`config.mk`:
```
export PLATFORM = sky130hd
export DESIGN_NAME = efh_host
export DESIGN_NICKNAME = d
export VERILOG_FILES = /design/src/logic/efh_host.v
export VERILOG_INCLUDE_DIRS = /design/src /design/src/logic
export SDC_FILE = /design/constraint.sdc
export NUM_CORES = 1
export LEC_CHECK = 0
export BUFFER_PORTS_ARGS = -buffer_cell sky130_fd_sc_hd__buf_2
export CAP_MARGIN = 20
export CORE_ASPECT_RATIO = 0.7
export CORE_MARGIN = 1.5
export CORE_UTILIZATION = 35
export CTS_BUF_LIST = sky130_fd_sc_hd__clkbuf_8
export DETAILED_ROUTE_END_ITERATION = 7
export PLACE_DENSITY = 0.54
export SLEW_MARGIN = 10
export SYNTH_ARGS = -nofsm -noshare
export SYNTH_HDL_FRONTEND = slang
export SYNTH_SLANG_ARGS = --single-unit
export TNS_END_PERCENT = 1
```
`constraint.sdc`:
```
create_clock -name clock_in -period 7.5 [get_ports clock_in]
set_clock_uncertainty 0.15 [all_clocks]
set_input_delay 1.125 -clock clock_in [delete_from_list [all_inputs] [get_ports clock_in]]
set_output_delay 1.125 -clock clock_in [all_outputs]
set_load 0.01 [all_outputs]
```
`src/logic/efh_map.vh`:
```
// Notes on behaviour
// RULE_01 - device moves transmit data on line clock
// RULE_02 - transmit data sampled on falling clock edge
// RULE_03 - backplane clock used only with elastic store
// RULE_04 - transmit sync pulse sets frame boundaries
// RULE_05 - backplane sync pulse sets boundaries with store
// RULE_06 - transmit line outputs update on rising edge
// RULE_07 - control bit seven selects nrz transmit output
// RULE_08 - receive framer runs on receive line clock
// RULE_09 - receive serial output updates on rising edge
// RULE_10 - receive sync pulse one line clock wide
// RULE_11 - receive sync may be input with store
// RULE_12 - multiframe sync pulses one backplane clock wide
// RULE_13 - receive backplane clock used only with store
// RULE_14 - receive line inputs sampled on falling edge
// RULE_15 - tied rails give no bipolar violation flags
// RULE_16 - interrupt is active low open drain
// RULE_17 - bus mode selects multiplexed or separate buses
// RULE_18 - latch strobe captures address in multiplexed mode
// RULE_19 - bus style strap sets strobe meanings
// RULE_20 - read strobe low or high per style
// RULE_21 - host drives framer select for one framer
// RULE_22 - chip select low for every access; an access to die 3 drives no chip select low
// RULE_23 - device drives data only during reads
`ifndef EFH_MAP_VH
`define EFH_MAP_VH
// transmit control one offset and output format bit
`define EFH_TX_CONTROL_ONE_ADDR 8'h12
`define EFH_TX_CONTROL_NRZ_BIT 7
// host bus phase end count; each phase lasts one system clock more than this
`define EFH_PHASE_CYCLES 4'h2
// backplane clock divider: 10 MHz / 5 = 2 MHz
`define EFH_BP_DIV 3'h5
`define EFH_BP_HALF 3'h2
`endif

```
`src/logic/efh_host.v`:
```
`timescale 1ns/10ps
`include "efh_map.vh"
// host side controller for one framer die group: runs the parallel port,
// makes backplane clocks and sync, feeds transmit data with stores on, samples receive data
module efh_host (
    // clock and reset
    input wire clock_in,
    input wire reset_in,
    // user command port
    input wire cmd_valid_in,
    input wire cmd_write_in,
    input wire [1:0] cmd_die_in,
    input wire [1:0] cmd_framer_in,
    input wire [7:0] cmd_addr_in,
    input wire [7:0] cmd_wdata_in,
    output wire cmd_ready_out,
    output reg rsp_valid_out,
    output reg [7:0] rsp_rdata_out,
    // straps
    input wire mux_mode_in,
    input wire bus_style_in,
    // parallel port pins
    output reg [2:0] die_select_n_out,
    output reg [1:0] framer_select_out,
    output reg [6:0] host_addr_bus_out,
    output reg addr_latch_strobe_out,
    output reg read_strobe_out,
    output reg write_strobe_out,
    output reg [7:0] host_data_bus_out,
    output reg host_data_bus_oe_out,
    input wire [7:0] host_data_bus_in,
    input wire irq_n_in,
    output wire irq_pending_out,
    // backplane side
    input wire bp_enable_in,
    output reg tx_backplane_clock_out,
    output reg tx_backplane_sync_out,
    output reg rx_backplane_clock_out,
    input wire tx_data_in,
    output reg tx_serial_out,
    input wire tx_line_clock_in,
    input wire rx_line_clock_in,
    input wire rx_serial_in,
    input wire rx_multiframe_sync_in,
    output reg rx_serial_bit_out,
    output reg rx_bit_valid_out,
    output reg rx_multiframe_out,
    // frame length in backplane clocks for sync pulses
    input wire [7:0] frame_bits_in
);
    // host bus state machine, one-hot
    localparam [5:0] ST_IDLE = 6'h01;
    localparam [5:0] ST_ALE = 6'h02;
    localparam [5:0] ST_SETUP = 6'h04;
    localparam [5:0] ST_STROBE = 6'h08;
    localparam [5:0] ST_HOLD = 6'h10;
    localparam [5:0] ST_DONE = 6'h20;
    reg [5:0] state; // current bus phase
    reg [3:0] phase_cnt; // cycles within phase
    reg cmd_write; // latched direction
    reg [1:0] cmd_die; // latched die
    reg [7:0] cmd_addr; // latched address
    reg [7:0] cmd_wdata; // latched write data
    reg [2:0] bp_div; // backplane divider
    reg [7:0] bit_cnt; // bits within frame
    reg [2:0] irq_sync; // interrupt synchroniser
    reg [1:0] tclk_sync; // tx line clock synchroniser
    reg tclk_last; // previous synced tx clock
    reg [1:0] rclk_sync; // rx line clock synchroniser
    reg rclk_last; // previous synced rx clock
    reg [1:0] rser_sync; // rx data synchroniser
    reg [1:0] rms_sync; // rx multiframe synchroniser
    wire phase_end; // phase counter expired
    wire bp_rise; // backplane clock rising this cycle
    wire bp_fall; // backplane clock falling this cycle
    wire rclk_rise; // rising edge of rx line clock
    wire tclk_fall; // falling edge of tx line clock
    wire [2:0] die_onehot_n; // decoded die select

    assign cmd_ready_out = (state == ST_IDLE);
    assign phase_end = (phase_cnt == `EFH_PHASE_CYCLES);
    assign bp_rise = bp_enable_in && (bp_div == `EFH_BP_HALF);
    assign bp_fall = bp_enable_in && (bp_div == (`EFH_BP_DIV - 3'h1));
    assign rclk_rise = rclk_sync[1] && !rclk_last;
    assign tclk_fall = !tclk_sync[1] && tclk_last; // RULE_04
    assign die_onehot_n = ~(3'h1 << cmd_die);
    assign irq_pending_out = !irq_sync[2];

    ////////////////////////////////////////////////////////////////////////////////
    // parallel port access sequence
    always @(posedge clock_in or posedge reset_in) begin
        if (reset_in) begin
            state <= ST_IDLE;
            phase_cnt <= 4'h0;
            cmd_write <= 1'b0;
            cmd_die <= 2'h0;
            cmd_addr <= 8'h00;
            cmd_wdata <= 8'h00;
            die_select_n_out <= 3'h7;
            framer_select_out <= 2'h0;
            host_addr_bus_out <= 7'h00;
            addr_latch_strobe_out <= 1'b0;
            read_strobe_out <= 1'b1;
            write_strobe_out <= 1'b1;
            host_data_bus_out <= 8'h00;
            host_data_bus_oe_out <= 1'b0;
            rsp_valid_out <= 1'b0;
            rsp_rdata_out <= 8'h00;
        end else begin
            rsp_valid_out <= 1'b0;
            phase_cnt <= phase_end ? 4'h0 : phase_cnt + 4'h1;
            case (state)
                ST_IDLE: begin
                    phase_cnt <= 4'h0;
                    // idle strobes per style
                    read_strobe_out <= !bus_style_in; // RULE_20
                    write_strobe_out <= 1'b1;
                    addr_latch_strobe_out <= 1'b0;
                    // multiplexed: separate address pins go low on the clock after the strap is seen while idle
                    if (mux_mode_in) begin
                        host_addr_bus_out <= 7'h00; // RULE_17
                    end
                    if (cmd_valid_in) begin
                        cmd_write <= cmd_write_in;
                        cmd_die <= cmd_die_in;
                        cmd_addr <= cmd_addr_in;
                        cmd_wdata <= cmd_wdata_in;
                        framer_select_out <= cmd_framer_in; // RULE_21
                        state <= mux_mode_in ? ST_ALE : ST_SETUP;
                    end
                end
                ST_ALE: begin
                    // multiplexed: address on shared bus, separate pins low
                    host_addr_bus_out <= 7'h00; // RULE_17
                    host_data_bus_out <= cmd_addr;
                    host_data_bus_oe_out <= 1'b1;
                    addr_latch_strobe_out <= (phase_cnt != 4'h0); // RULE_18
                    if (phase_end) begin
                        state <= ST_SETUP;
                    end
                end
                ST_SETUP: begin
                    die_select_n_out <= die_onehot_n; // RULE_22
                    if (!mux_mode_in) begin
                        // separate buses; latch pin carries address bit 6
                        host_addr_bus_out <= {cmd_addr[7], cmd_addr[5:0]}; // RULE_17
                        addr_latch_strobe_out <= cmd_addr[6]; // RULE_18
                    end else begin
                        addr_latch_strobe_out <= 1'b0;
                    end
                    // write direction pin in data strobe style
                    if (bus_style_in) begin
                        write_strobe_out <= !cmd_write; // RULE_19
                    end
                    host_data_bus_out <= cmd_wdata;
                    host_data_bus_oe_out <= cmd_write; // RULE_23
                    if (phase_end) begin
                        state <= ST_STROBE;
                    end
                end
                ST_STROBE: begin
                    if (bus_style_in) begin
                        read_strobe_out <= 1'b1; // RULE_19
                    end else if (cmd_write) begin
                        write_strobe_out <= 1'b0;
                    end else begin
                        read_strobe_out <= 1'b0; // RULE_20
                    end
                    if (phase_end) begin
                        rsp_rdata_out <= host_data_bus_in;
                        state <= ST_HOLD;
                    end
                end
                ST_HOLD: begin
                    read_strobe_out <= !bus_style_in;
                    if (!bus_style_in) begin
                        write_strobe_out <= 1'b1;
                    end
                    if (phase_end) begin
                        die_select_n_out <= 3'h7;
                        host_data_bus_oe_out <= 1'b0;
                        state <= ST_DONE;
                    end
                end
                ST_DONE: begin
                    write_strobe_out <= 1'b1;
                    rsp_valid_out <= 1'b1;
                    state <= ST_IDLE;
                end
                default: begin
                    state <= ST_IDLE;
                end
            endcase
        end
    end

    ////////////////////////////////////////////////////////////////////////////////
    // backplane clocks and frame sync from divider
    always @(posedge clock_in or posedge reset_in) begin
        if (reset_in) begin
            bp_div <= 3'h0;
            bit_cnt <= 8'h00;
            tx_backplane_clock_out <= 1'b0;
            rx_backplane_clock_out <= 1'b0;
            tx_backplane_sync_out <= 1'b0;
            tx_serial_out <= 1'b0;
        end else begin
            bp_div <= (bp_div == (`EFH_BP_DIV - 3'h1)) ? 3'h0 : bp_div + 3'h1;
            // held low when stores are unused
            if (!bp_enable_in) begin
                tx_backplane_clock_out <= 1'b0; // RULE_03
                rx_backplane_clock_out <= 1'b0; // RULE_13
                tx_backplane_sync_out <= 1'b0; // RULE_05
            end else if (bp_rise) begin
                tx_backplane_clock_out <= 1'b1;
                rx_backplane_clock_out <= 1'b1;
            end else if (bp_fall) begin
                // change data and sync away from the device's falling sample
                tx_backplane_clock_out <= 1'b0;
                rx_backplane_clock_out <= 1'b0;
            end
            // data and sync change after rising edge, stable at falling
            if (bp_rise) begin
                bit_cnt <= (bit_cnt >= frame_bits_in - 8'h01) ? 8'h00 : bit_cnt + 8'h01;
                tx_backplane_sync_out <= (bit_cnt == 8'h00); // RULE_05
                tx_serial_out <= tx_data_in; // RULE_02
            end
        end
    end

    ////////////////////////////////////////////////////////////////////////////////
    // synchronisers for pins from the device
    always @(posedge clock_in or posedge reset_in) begin
        if (reset_in) begin
            irq_sync <= 3'h7;
            tclk_sync <= 2'h0;
            tclk_last <= 1'b0;
            rclk_sync <= 2'h0;
            rclk_last <= 1'b0;
            rser_sync <= 2'h0;
            rms_sync <= 2'h0;
        end else begin
            irq_sync <= {irq_sync[1:0], irq_n_in}; // RULE_16
            tclk_sync <= {tclk_sync[0], tx_line_clock_in};
            tclk_last <= tclk_sync[1];
            rclk_sync <= {rclk_sync[0], rx_line_clock_in};
            rclk_last <= rclk_sync[1];
            rser_sync <= {rser_sync[0], rx_serial_in};
            rms_sync <= {rms_sync[0], rx_multiframe_sync_in};
        end
    end

    ////////////////////////////////////////////////////////////////////////////////
    // receive data capture on rising edge of line clock or falling edge of backplane clock
    always @(posedge clock_in or posedge reset_in) begin
        if (reset_in) begin
            rx_serial_bit_out <= 1'b0;
            rx_bit_valid_out <= 1'b0;
            rx_multiframe_out <= 1'b0;
        end else begin
            rx_bit_valid_out <= 1'b0;
            // with stores on, receive timing follows the backplane clock
            if (bp_enable_in ? bp_fall : rclk_rise) begin // RULE_11
                rx_serial_bit_out <= rser_sync[1]; // RULE_09
                rx_multiframe_out <= rms_sync[1]; // RULE_12
                rx_bit_valid_out <= 1'b1;
            end else if (tclk_fall) begin
                rx_multiframe_out <= rx_multiframe_out;
            end
        end
    end
endmodule // efh_host

```
==> results.sh, run 1 <==
export IMPL_post_cts_resize_count=0
export IMPL_holdWs_ns=0.199
export IMPL_grt_pass1_vias=2798
export IMPL_async_reset_ff_share_pct=100
export IMPL_htreeDepth=3
export IMPL_placed_cells=589
export IMPL_layout_commonest_cell="buf_2"
export IMPL_final_cell_area_um2=4850
export IMPL_syn_avg_cell_area_um2=11.3
export IMPL_critical_path_class="flip-flop to output port"
export IMPL_ios=91
export IMPL_grt_max_degree=52
export IMPL_cpPeakStageDelay_ns=0.57
export IMPL_fin_util_pct=43.3
export IMPL_grt_busiest_layer="met1"
export IMPL_nFillCells=1111
export IMPL_cts_hold_buf=0
export IMPL_row_count=32
export IMPL_final_nets=510
export IMPL_grt_first_pass_wirelength_um=14300
export IMPL_hold_path_class="flip-flop to flip-flop"
export IMPL_drtIter0Drc=120
export IMPL_die_w_um=132
export IMPL_drv_cap=0
export IMPL_setup_viol=0
export IMPL_netlist_top_cells_area="dfrtp_1 49%, mux2_2 8.3%, dfstp_2 5.8%"
export IMPL_die_area_um2=12400
export IMPL_initial_core_util_pct=36.5
export IMPL_yosysUniqueCellTypes=51
export IMPL_tns_ns=0
export IMPL_num_antenna_cells=0
export IMPL_p_leak_nw=2.27
export IMPL_synth_edf_count=0
export IMPL_place_congestion=0.804
export IMPL_slew_headroom_pct=31.0
export IMPL_synth_seq_cells=89
export IMPL_grt_use_total_pct=14.8
export IMPL_powerDensity_nw_per_um2=329
export IMPL_dr_pass1_iters=4
export IMPL_via_per_inst=4.78
export IMPL_crit_path_start_kind="flip-flop"
export IMPL_syn_area_um2=4090
export IMPL_cts_buffers_inserted=9
export IMPL_die_y_um=93.5
export IMPL_yosysTopAreaCellShare_pct=48.9
export IMPL_worst_setup_path_end_kind="output port"
export IMPL_ys_seq_area_share_pct=54.7
export IMPL_maxSlewViolCount=0
export IMPL_yosys_area_top_type="dfrtp_1"
export IMPL_vdd_ir_drop_max_mv=0.130
export IMPL_worstPathCellList="or4_4 -> or2_1 -> inv_2 -> buf_2"
export IMPL_overflow=0
export IMPL_fin_crit_sh_pct=45.0
export IMPL_tightest_slew_ns=1.03
export IMPL_post_route_min_period_ns=3.37
export IMPL_routed_wl_um=8500
export IMPL_cts_root_buf="clkbuf_8"
export IMPL_synth_cells=361
export IMPL_route_detailed_drc=0
export IMPL_core_um2=11200
export IMPL_dominantRegCellSynth="dfrtp_1"
export IMPL_clock_latency_ns=0.36
export IMPL_clock_sinks=89
export IMPL_use_met3_pct=4.61
export IMPL_use_met1_pct=21.5
export IMPL_postCtsSetupRepairBufs=0
export IMPL_vias=2889
export IMPL_clkTransAtPathRegs_ns=0.09
export IMPL_final_cells=605
export IMPL_cp_max_fo=12
export IMPL_hold_viol_final=0
export IMPL_yosysWarningCount=0
export IMPL_area_growth_pct=18.7
export IMPL_clk_path_buf_depth=2
export IMPL_use_met2_pct=20.9
export IMPL_dp_hpwl_um=6220
export IMPL_slowest_stage="or4_4"
export IMPL_status="completed"
export IMPL_worstPathRequired_ns=6.22
export IMPL_cts_tree="done"
export IMPL_layout_common_cells="89 x buf_2, 80 x dfrtp_1, 43 x nand2_1"
export IMPL_antenna_found_initial=0
export IMPL_fmax_mhz=296
export IMPL_drive_gt1_share_pct=33.6
export IMPL_synth_nets=424
export IMPL_rsz0062_at_grt="no"
export IMPL_ant_nets=0
export IMPL_io_buffers=89
export IMPL_placed_cell_area_um2=4650
export IMPL_cp_data_arrival_time_ns=2.10
export IMPL_wl_per_cell_um=14.1
[final timing paths]
check / startpoint / cells after the start / endpoint / slack [ns]
worst max-delay path: state[1]$_DFFE_PP0P_ / 4 / cmd_ready_out / 4.13
worst min-delay path: rms_sync[0]$_DFF_PP0_ / 0 / rms_sync[1]$_DFF_PP0_ / 0.20
worst max register to register: state[1]$_DFFE_PP0P_ / 5 / cmd_addr[4]$_DFFE_PP0P_ / 5.05
worst min register to register: rms_sync[0]$_DFF_PP0_ / 0 / rms_sync[1]$_DFF_PP0_ / 0.20
max in group asynchronous: reset_in / 3 / host_data_bus_oe_out$_DFFE_PP0P_ / 5.44
min in group asynchronous: reset_in / 2 / rsp_rdata_out[0]$_DFFE_PP0P_ / 0.67
[layer usage]
layer  wire (µm)  vias up
li1            -     1435
met1        4280     1382
met2        3630       64
met3         485        8
met4         102        0
met5           0        -
[stage by stage]
step / power (mW) / setup slack [ns]
2_1_floorplan: 1.11 / 3.93
3_3_place_gp: 1.26 / 4.24
3_5_place_dp: 1.28 / 4.19
4_1_cts: 1.63 / 4.10
5_1_grt: 1.73 / 4.01
6_report: 1.60 / 4.13
[report_power, final]
group	total (mW)	internal (mW)	switching [mW]
sequential	0.752	0.636	0.116
clock	0.337	0.164	0.174
combinational	0.510	0.242	0.268
[cell type report]
cell class | instances | area, µm² | area share, %
Sequential cell | 89 | 2240 | 46.1
Multi-Input combinational cell | 246 | 1720 | 35.5
Timing Repair Buffer | 90 | 453 | 9.33
Tap cell | 153 | 191 | 3.94
Clock buffer | 10 | 138 | 2.84
Clock inverter | 6 | 67.6 | 1.39
Inverter | 11 | 42.5 | 0.876
[logic make-up (layout without fill, tap and decap cells)]
logic type,Yosys count,after routing,share of synthesized area (%)
xor+xnor,14,14,3.00
fa+ha+maj,14,14,4.28
flops,89,89,54.7
buf+inv,26,117,3.21
compound gates,67,67,9.79
mux,44,44,11.8
simple gates,107,107,13.2
[cell usage after synthesis (4+ instances only)]
library cell,n
buf_6,4
dfrtp_1,80
inv_1,10
nor3_1,6
xnor2_1,5
ha_1,14
o21ai_0,27
mux2i_1,11
nor2_1,17
mux2_2,30
o22ai_1,4
a21oi_1,17
clkbuf_1,9
nand2_1,43
dfstp_2,9
nand3_1,7
xor2_1,9
nand2b_1,6
[state kept, by name (all words and copies together), names as in the netlist, 2 cells and up]
signal / count
bit_cnt: 8
bp_div: 3
cmd_addr: 8
cmd_die: 2
cmd_wdata: 8
die_select_n_out: 3
framer_select_out: 2
host_addr_bus_out: 7
host_data_bus_out: 8
irq_sync: 3
phase_cnt: 4
rclk_sync: 2
rms_sync: 2
rser_sync: 2
rsp_rdata_out: 8
state: 6
[worst max-delay path: cells and delay by family, from the launching register on]
kind	cells	cell delay [ns]
buf+inv	2	0.34
flops	1	0.51
simple gates	2	0.89
No activity file was read; power rests on OpenSTA's default activity.
==> run 2: changes to the inputs <==
--- a/config.mk
+++ b/config.mk
@@ -6,6 +6,7 @@
 export SDC_FILE = /design/constraint.sdc
 export NUM_CORES = 1
 export LEC_CHECK = 0
+export ABC_AREA = 1
 export BUFFER_PORTS_ARGS = -buffer_cell sky130_fd_sc_hd__buf_2
 export CAP_MARGIN = 20
 export CORE_ASPECT_RATIO = 0.7
@@ -13,7 +14,7 @@
 export CORE_UTILIZATION = 35
 export CTS_BUF_LIST = sky130_fd_sc_hd__clkbuf_8
 export DETAILED_ROUTE_END_ITERATION = 7
-export PLACE_DENSITY = 0.54
+export PLACE_DENSITY = 0.55
 export SLEW_MARGIN = 10
 export SYNTH_ARGS = -nofsm -noshare
 export SYNTH_HDL_FRONTEND = slang
==> constraint.sdc (replaced) <==
create_clock -name clock_in -period 2.9 [get_ports clock_in]
set_clock_uncertainty 0.15 [all_clocks]
set_input_delay 0.435 -clock clock_in [delete_from_list [all_inputs] [get_ports clock_in]]
set_output_delay 0.435 -clock clock_in [all_outputs]
set_load 0.01 [all_outputs]
==> run 2 against run 1 <==
- sequential share of layout area decreased by 2.8 points
- flip-flop and latch count stayed put
- largest cell class unchanged
- synthesized cell count up 42%
==> results.sh, run 2 <==
export IMPL_setup_viol=0
export IMPL_async_reset_ff_share_pct=100
export IMPL_rsz0062_at_grt="no"
export IMPL_fin_crit_sh_pct=78.6
export IMPL_postCtsSetupRepairBufs=0
export IMPL_p_leak_nw=2.82
export IMPL_overflow=0
export IMPL_row_count=33
export IMPL_internal_power_mw=2.85
export IMPL_ant_nets=0
export IMPL_num_antenna_cells=0
export IMPL_tns_ns=0
export IMPL_yosysWarningCount=0
export IMPL_synthTopCellsByCount="161 x nand2_1, 80 x dfrtp_1, 54 x nor2_1"
export IMPL_clock_latency_ns=0.35
export IMPL_p_switching_mw=1.83
export IMPL_cts_tree="done"
export IMPL_grt_pass1_vias=3343
export IMPL_drive_gt1_share_pct=25.1
export IMPL_p_comb_share_pct=38.4
export IMPL_htreeDepth=3
export IMPL_layout_common_cells="161 x nand2_1, 89 x buf_2, 80 x dfrtp_1"
export IMPL_grt_use_total_pct=15.4
export IMPL_synth_seq_cells=89
export IMPL_reg2regPathDepth=7
export IMPL_final_nets=667
export IMPL_io_buffers=89
export IMPL_status="completed"
export IMPL_die_area_um2=13200
export IMPL_grt_first_pass_wirelength_um=15700
export IMPL_die_w_um=136
export IMPL_synth_cells=513
export IMPL_place_congestion=0.831
export IMPL_cts_buffers_inserted=9
export IMPL_nFillCells=1165
export IMPL_yosysTopAreaCellShare_pct=45.9
export IMPL_synth_nets=576
export IMPL_tightest_slew_ns=0.704
export IMPL_maxSlewViolCount=0
export IMPL_die_y_um=96.4
export IMPL_clock_sinks=89
export IMPL_initial_core_util_pct=36.6
export IMPL_crit_path_start_kind="flip-flop"
export IMPL_cp_max_fo=17
export IMPL_final_cells=766
export IMPL_yosysMostFrequentCell="nand2_1"
export IMPL_powerDensity_nw_per_um2=905
export IMPL_cpPeakStageDelay_ns=0.56
export IMPL_core_um2=11900
export IMPL_wl_per_cell_um=12.3
export IMPL_placed_cells=748
export IMPL_clkTransAtPathRegs_ns=0.09
export IMPL_syn_avg_cell_area_um2=8.50
export IMPL_layout_commonest_cell="nand2_1"
export IMPL_cts_root_buf="clkbuf_8"
export IMPL_hold_viol_final=0
export IMPL_worstPathCellList="inv_1 -> nor2_2 -> nand3_4 -> clkinv_2 -> buf_2"
export IMPL_r2r_start="state[0]$_DFFE_PP1P_"
export IMPL_drv_cap=0
export IMPL_ys_seq_area_share_pct=51.3
export IMPL_vias=3492
export IMPL_route_detailed_drc=0
export IMPL_routed_wl_um=9390
export IMPL_netlist_top_cells_area="dfrtp_1 46%, nand2_1 14%, dfstp_2 5.4%"
export IMPL_worstPathRequired_ns=2.32
export IMPL_reg2reg_to="cmd_addr[3]$_DFFE_PP0P_"
export IMPL_swShare_pct=39.2
export IMPL_clk_path_buf_depth=2
export IMPL_cts_hold_buf=1
export IMPL_yosys_area_top_type="dfrtp_1"
export IMPL_hold_path_class="input pin to async pin"
export IMPL_syn_area_um2=4360
export IMPL_cp_data_arrival_time_ns=1.69
export IMPL_seqPwrFrac_pct=41.2
export IMPL_dp_hpwl_um=6790
export IMPL_yosysUniqueCellTypes=34
export IMPL_grt_max_degree=52
export IMPL_clockPowerShare_pct=20.4
export IMPL_post_cts_resize_count=0
export IMPL_worst_setup_path_end_kind="output port"
export IMPL_drtIter0Drc=202
export IMPL_area_growth_pct=18.6
export IMPL_fmax_mhz=439
export IMPL_ios=91
export IMPL_slowest_stage="dfstp_2"
export IMPL_antenna_found_initial=0
export IMPL_critical_path_class="flip-flop to output port"
export IMPL_slew_headroom_pct=53.0
export IMPL_via_per_inst=4.56
export IMPL_post_route_min_period_ns=2.28
export IMPL_r2r_setup_slack_ns=0.90
export IMPL_synth_edf_count=0
export IMPL_dr_pass1_iters=4
export IMPL_vdd_ir_drop_max_mv=0.349
export IMPL_dominantRegCellSynth="dfrtp_1"
-- run 2: cell types whose count changed after synthesis, sizes merged, moves of 4 or more --
cell,previous run,this run
nand2,44,167
inv,11,58
nor2,17,62
mux2,33,2
nand3,7,33
mux2i,11,0
nand4,1,11
clkbuf,9,1
nand2b,6,0
o21ai,27,21
xor2,9,3
buf,6,11
o22ai,4,0
-- run 2: critical path, delay by kind of cell (launching register included) --
kind | cells | cell delay (ns)
buffers and inverters | 3 | 0.47
and+or+nand+nor | 2 | 0.30
DFF | 1 | 0.56
-- run 2: how the worst max path moves through the flow --
stage / start / to / slack (ns) / cells after the start
2_1_floorplan: reset_in / addr_latch_strobe_out$_DFFE_PP0P_ / 0.02 / 1
3_3_place_gp: frame_bits_in[0] / bit_cnt[0]$_DFFE_PP0P_ / 0.48 / 12
3_5_place_dp: frame_bits_in[0] / bit_cnt[3]$_DFFE_PP0P_ / 0.39 / 13
6_report: state[0]$_DFFE_PP1P_ / cmd_ready_out / 0.62 / 5
4_1_cts: state[0]$_DFFE_PP1P_ / cmd_ready_out / 0.59 / 5
5_1_grt: state[0]$_DFFE_PP1P_ / cmd_ready_out / 0.50 / 5
-- run 2: metal layers --
metal  up-vias  track usage, %  routed length, µm
li1       1790               -                  -
met3         8            4.64                442
met4         0            3.72                 87
met1      1607            21.5               4810
met5         -               0                  0
met2        87            23.5               4050
-- run 2: per-stage QoR --
step	utilization, %	setup WS, ns	area, µm²	hold slack (ns)	power, mW
finish	43.4	0.620	5170	0.0148	4.68
global route	43.4	0.502	5170	0.00235	5.11
CTS	43.3	0.588	5160	0.000310	4.76
detailed placement	41.3	0.390	4920	0.192	3.77
global placement	41.3	0.483	4920	0.183	3.72
floorplan	-	0.0230	4360	0.181	3.25
-- run 2: cells by family after synthesis --
group / after synthesis / synth area share [%]
compound gates: 44 / 6.17
fa+ha+maj: 14 / 4.01
flops: 89 / 51.3
simple gates: 282 / 28.5
buf+inv: 72 / 7.51
mux: 2 / 0.516
xor+xnor: 10 / 2.01
-- run 2: area by class of cell --
cell class | instances | area [µm²] | area share [%]
multi-input cells | 352 | 1800 | 34.7
clock inverters | 5 | 77.6 | 1.50
clock buffers | 11 | 151 | 2.93
flip-flops and latches | 89 | 2240 | 43.3
repair buffers | 92 | 485 | 9.38
well taps | 157 | 196 | 3.80
inverters | 60 | 228 | 4.40
-- run 2: power by group through the flow --
stage / Clock [mW] / Sequential (mW) / Combinational (mW)
after floorplan: 0 / 2.00 / 1.25
after global placement: 0 / 1.94 / 1.78
after detailed placement: 0 / 1.95 / 1.81
after CTS: 1.00 / 1.94 / 1.82
after global routing: 1.05 / 1.99 / 2.07
final: 0.955 / 1.93 / 1.80
==> run 3: changes to the inputs <==
--- a/config.mk
+++ b/config.mk
@@ -6,7 +6,7 @@
 export SDC_FILE = /design/constraint.sdc
 export NUM_CORES = 1
 export LEC_CHECK = 0
-export ABC_AREA = 1
+export ABC_AREA = 0
 export BUFFER_PORTS_ARGS = -buffer_cell sky130_fd_sc_hd__buf_2
 export CAP_MARGIN = 20
 export CORE_ASPECT_RATIO = 0.7
@@ -14,7 +14,7 @@
 export CORE_UTILIZATION = 35
 export CTS_BUF_LIST = sky130_fd_sc_hd__clkbuf_8
 export DETAILED_ROUTE_END_ITERATION = 7
-export PLACE_DENSITY = 0.55
+export PLACE_DENSITY = 0.56
 export SLEW_MARGIN = 10
 export SYNTH_ARGS = -nofsm -noshare
 export SYNTH_HDL_FRONTEND = slang
==> constraint.sdc (replaced) <==
create_clock -name clock_in -period 1.9 [get_ports clock_in]
set_clock_uncertainty 0.15 [all_clocks]
set_input_delay 0.285 -clock clock_in [delete_from_list [all_inputs] [get_ports clock_in]]
set_output_delay 0.285 -clock clock_in [all_outputs]
set_load 0.01 [all_outputs]
==> run 3 against run 2 <==
- the flow now finishes with violations (setup timing)
- wire length down 1.7%
- setup slack worse by 0.92 ns
- flip-flop and latch count unchanged
- combinational power up 50%
- clock power up 26%
- utilization up 7.3 points
- sequential share of layout area down 3.9 points
- non-clock buffer count up 75
- power up 46%
- global-route usage up 0.37 points
- critical path type unchanged
- critical endpoint unchanged
- largest power group unchanged
==> results.sh, run 3 (synthesized netlist as in run 1, its figures left out) <==
export IMPL_status="finished with violations"
export IMPL_violations="setup timing"
export IMPL_worstPathRequired_ns=1.46
export IMPL_cp_data_arrival_time_ns=1.77
export IMPL_setup_viol=36
export IMPL_powerDensity_nw_per_um2=1200
export IMPL_ant_nets=0
export IMPL_vdd_ir_drop_max_mv=0.632
export IMPL_htreeDepth=3
export IMPL_place_congestion=0.842
export IMPL_routed_wl_um=9230
export IMPL_cp_max_fo=3
export IMPL_cts_buffers_inserted=9
export IMPL_grt_use_total_pct=15.8
export IMPL_grt_max_degree=43
export IMPL_cts_root_buf="clkbuf_8"
export IMPL_die_w_um=132
export IMPL_ff_latch_area_um2=2240
export IMPL_slew_headroom_pct=70.5
export IMPL_final_cell_area_um2=5680
export IMPL_antenna_found_initial=0
export IMPL_holdWs_ns=0.0210
export IMPL_post_route_min_period_ns=2.20
export IMPL_hold_viol_final=0
export IMPL_clkTransAtPathRegs_ns=0.09
export IMPL_num_antenna_cells=0
export IMPL_clk_path_buf_depth=2
export IMPL_final_cells=682
export IMPL_clock_sinks=89
export IMPL_placed_cells=631
export IMPL_cts_tree="done"
export IMPL_placed_cell_area_um2=5010
export IMPL_r2r_start="state[4]$_DFFE_PP0P_"
export IMPL_maxSlewViolCount=0
export IMPL_wl_per_cell_um=13.5
export IMPL_fmax_mhz=454
export IMPL_clock_latency_ns=0.35
export IMPL_p_leak_nw=2.66
export IMPL_final_nets=587
export IMPL_crit_start="state[4]$_DFFE_PP0P_"
export IMPL_drive_gt1_share_pct=40.3
export IMPL_dr_pass1_iters=4
export IMPL_tns_ns=-4.71
export IMPL_cpPeakStageDelay_ns=0.55
export IMPL_row_count=32
export IMPL_reg2regPathDepth=5
export IMPL_crit_path_start_kind="flip-flop"
export IMPL_vias=3210
export IMPL_worst_setup_path_end_kind="output port"
export IMPL_dp_hpwl_um=6520
export IMPL_setup_slack_ns=-0.303
export IMPL_layout_commonest_cell="buf_2"
export IMPL_worstPathCellList="or4_4 -> or2_4 -> inv_4 -> buf_6 -> buf_6"
export IMPL_reg2reg_to="write_strobe_out$_DFFE_PP1P_"
export IMPL_route_detailed_drc=0
export IMPL_power_mw=6.82
export IMPL_multiInputGateArea_um2=1840
export IMPL_critical_path_class="flip-flop to output port"
export IMPL_area_growth_pct=38.8
export IMPL_die_y_um=93.5
export IMPL_fin_crit_sh_pct=116
export IMPL_via_per_inst=4.71
export IMPL_rsz0062_at_grt="yes"
export IMPL_drv_cap=0
export IMPL_initial_core_util_pct=36.5
export IMPL_ios=91
export IMPL_grt_first_pass_wirelength_um=15400
export IMPL_layout_common_cells="88 x buf_2, 80 x dfrtp_1, 43 x nand2_1"
export IMPL_slowest_stage="or4_4"
export IMPL_nFillCells=1048
export IMPL_core_um2=11200
export IMPL_grt_pass1_vias=3198
export IMPL_overflow=0
export IMPL_crit_top_cell="buf_6"
export IMPL_die_area_um2=12400
export IMPL_io_buffers=89
export IMPL_r2r_setup_slack_ns=-0.22
export IMPL_tightest_slew_ns=0.436
export IMPL_drtIter0Drc=125
export IMPL_worstSetupEndpoint="cmd_ready_out"
export IMPL_hold_path_class="input pin to flip-flop"
==> run 3: worst min-delay path by stage <==
| stage | startpoint | endpoint | slack [ns] | depth (start not counted) |
|---|---|---|---|---|
| final | cmd_addr_in[2] | cmd_addr[2]$_DFFE_PP0P_ | 0.02 | 2 |
| after floorplan | irq_n_in | irq_sync[0]$_DFF_PP1_ | 0.14 | 0 |
| after CTS | cmd_framer_in[1] | framer_select_out[1]$_DFFE_PP0P_ | 0.001 | 2 |
| after global placement | reset_in | cmd_write$_DFFE_PP0P_ | 0.15 | 2 |
| after detailed placement | reset_in | cmd_write$_DFFE_PP0P_ | 0.15 | 2 |
| after global routing | cmd_addr_in[2] | cmd_addr[2]$_DFFE_PP0P_ | 0.003 | 2 |
==> run 3: critical path, delay by kind of cell (launching register included) <==
family	cells	cell delay (ns)
and+or+nand+nor	2	0.82
DFF	1	0.38
buffers and inverters	3	0.24
==> run 3: timing repair <==
item,in CTS,in global routing
setup endpoints to repair,49,60
hold buffers,31,1
endpoints found under the hold margin,41,1
buffers inserted,3,0
resized for setup,21,10
pin swaps,6,2
==> run 3: metal layers <==
layer	wire, µm	track usage, %	up-vias	part of all wire (%)
met1	4510	21.4	1538	49
li1	-	-	1595	-
met3	421	4.23	8	4.6
met2	4190	25.1	69	45
met4	112	4.21	0	1.2
met5	0	0	-	0
==> run 3: metrics by stage <==
stage / utilization [%] / setup slack (ns)
final: 50.7 / -0.303
after global routing: 50.7 / -0.364
after CTS: 50.2 / -0.321
after detailed placement: 44.7 / -0.506
after global placement: 44.7 / -0.399
after floorplan: - / -0.365
==> run 3: final cells by class <==
cell class / count / area share, %
clock buffers: 10 / 2.42
clock inverters: 6 / 0.705
inverters: 11 / 0.837
multi-input cells: 246 / 32.4
flip-flops and latches: 89 / 39.4
well taps: 153 / 3.37
repair buffers: 167 / 20.8
==> run 3: where the power goes <==
group | switching (mW) | total, mW | internal (mW) | leakage (nW)
combinational | 1.30 | 2.70 | 1.41 | 1.49
sequential | 0.396 | 2.91 | 2.51 | 1.08
clock | 0.690 | 1.20 | 0.514 | 0.0928
total | 2.38 | 6.82 | 4.43 | 2.66
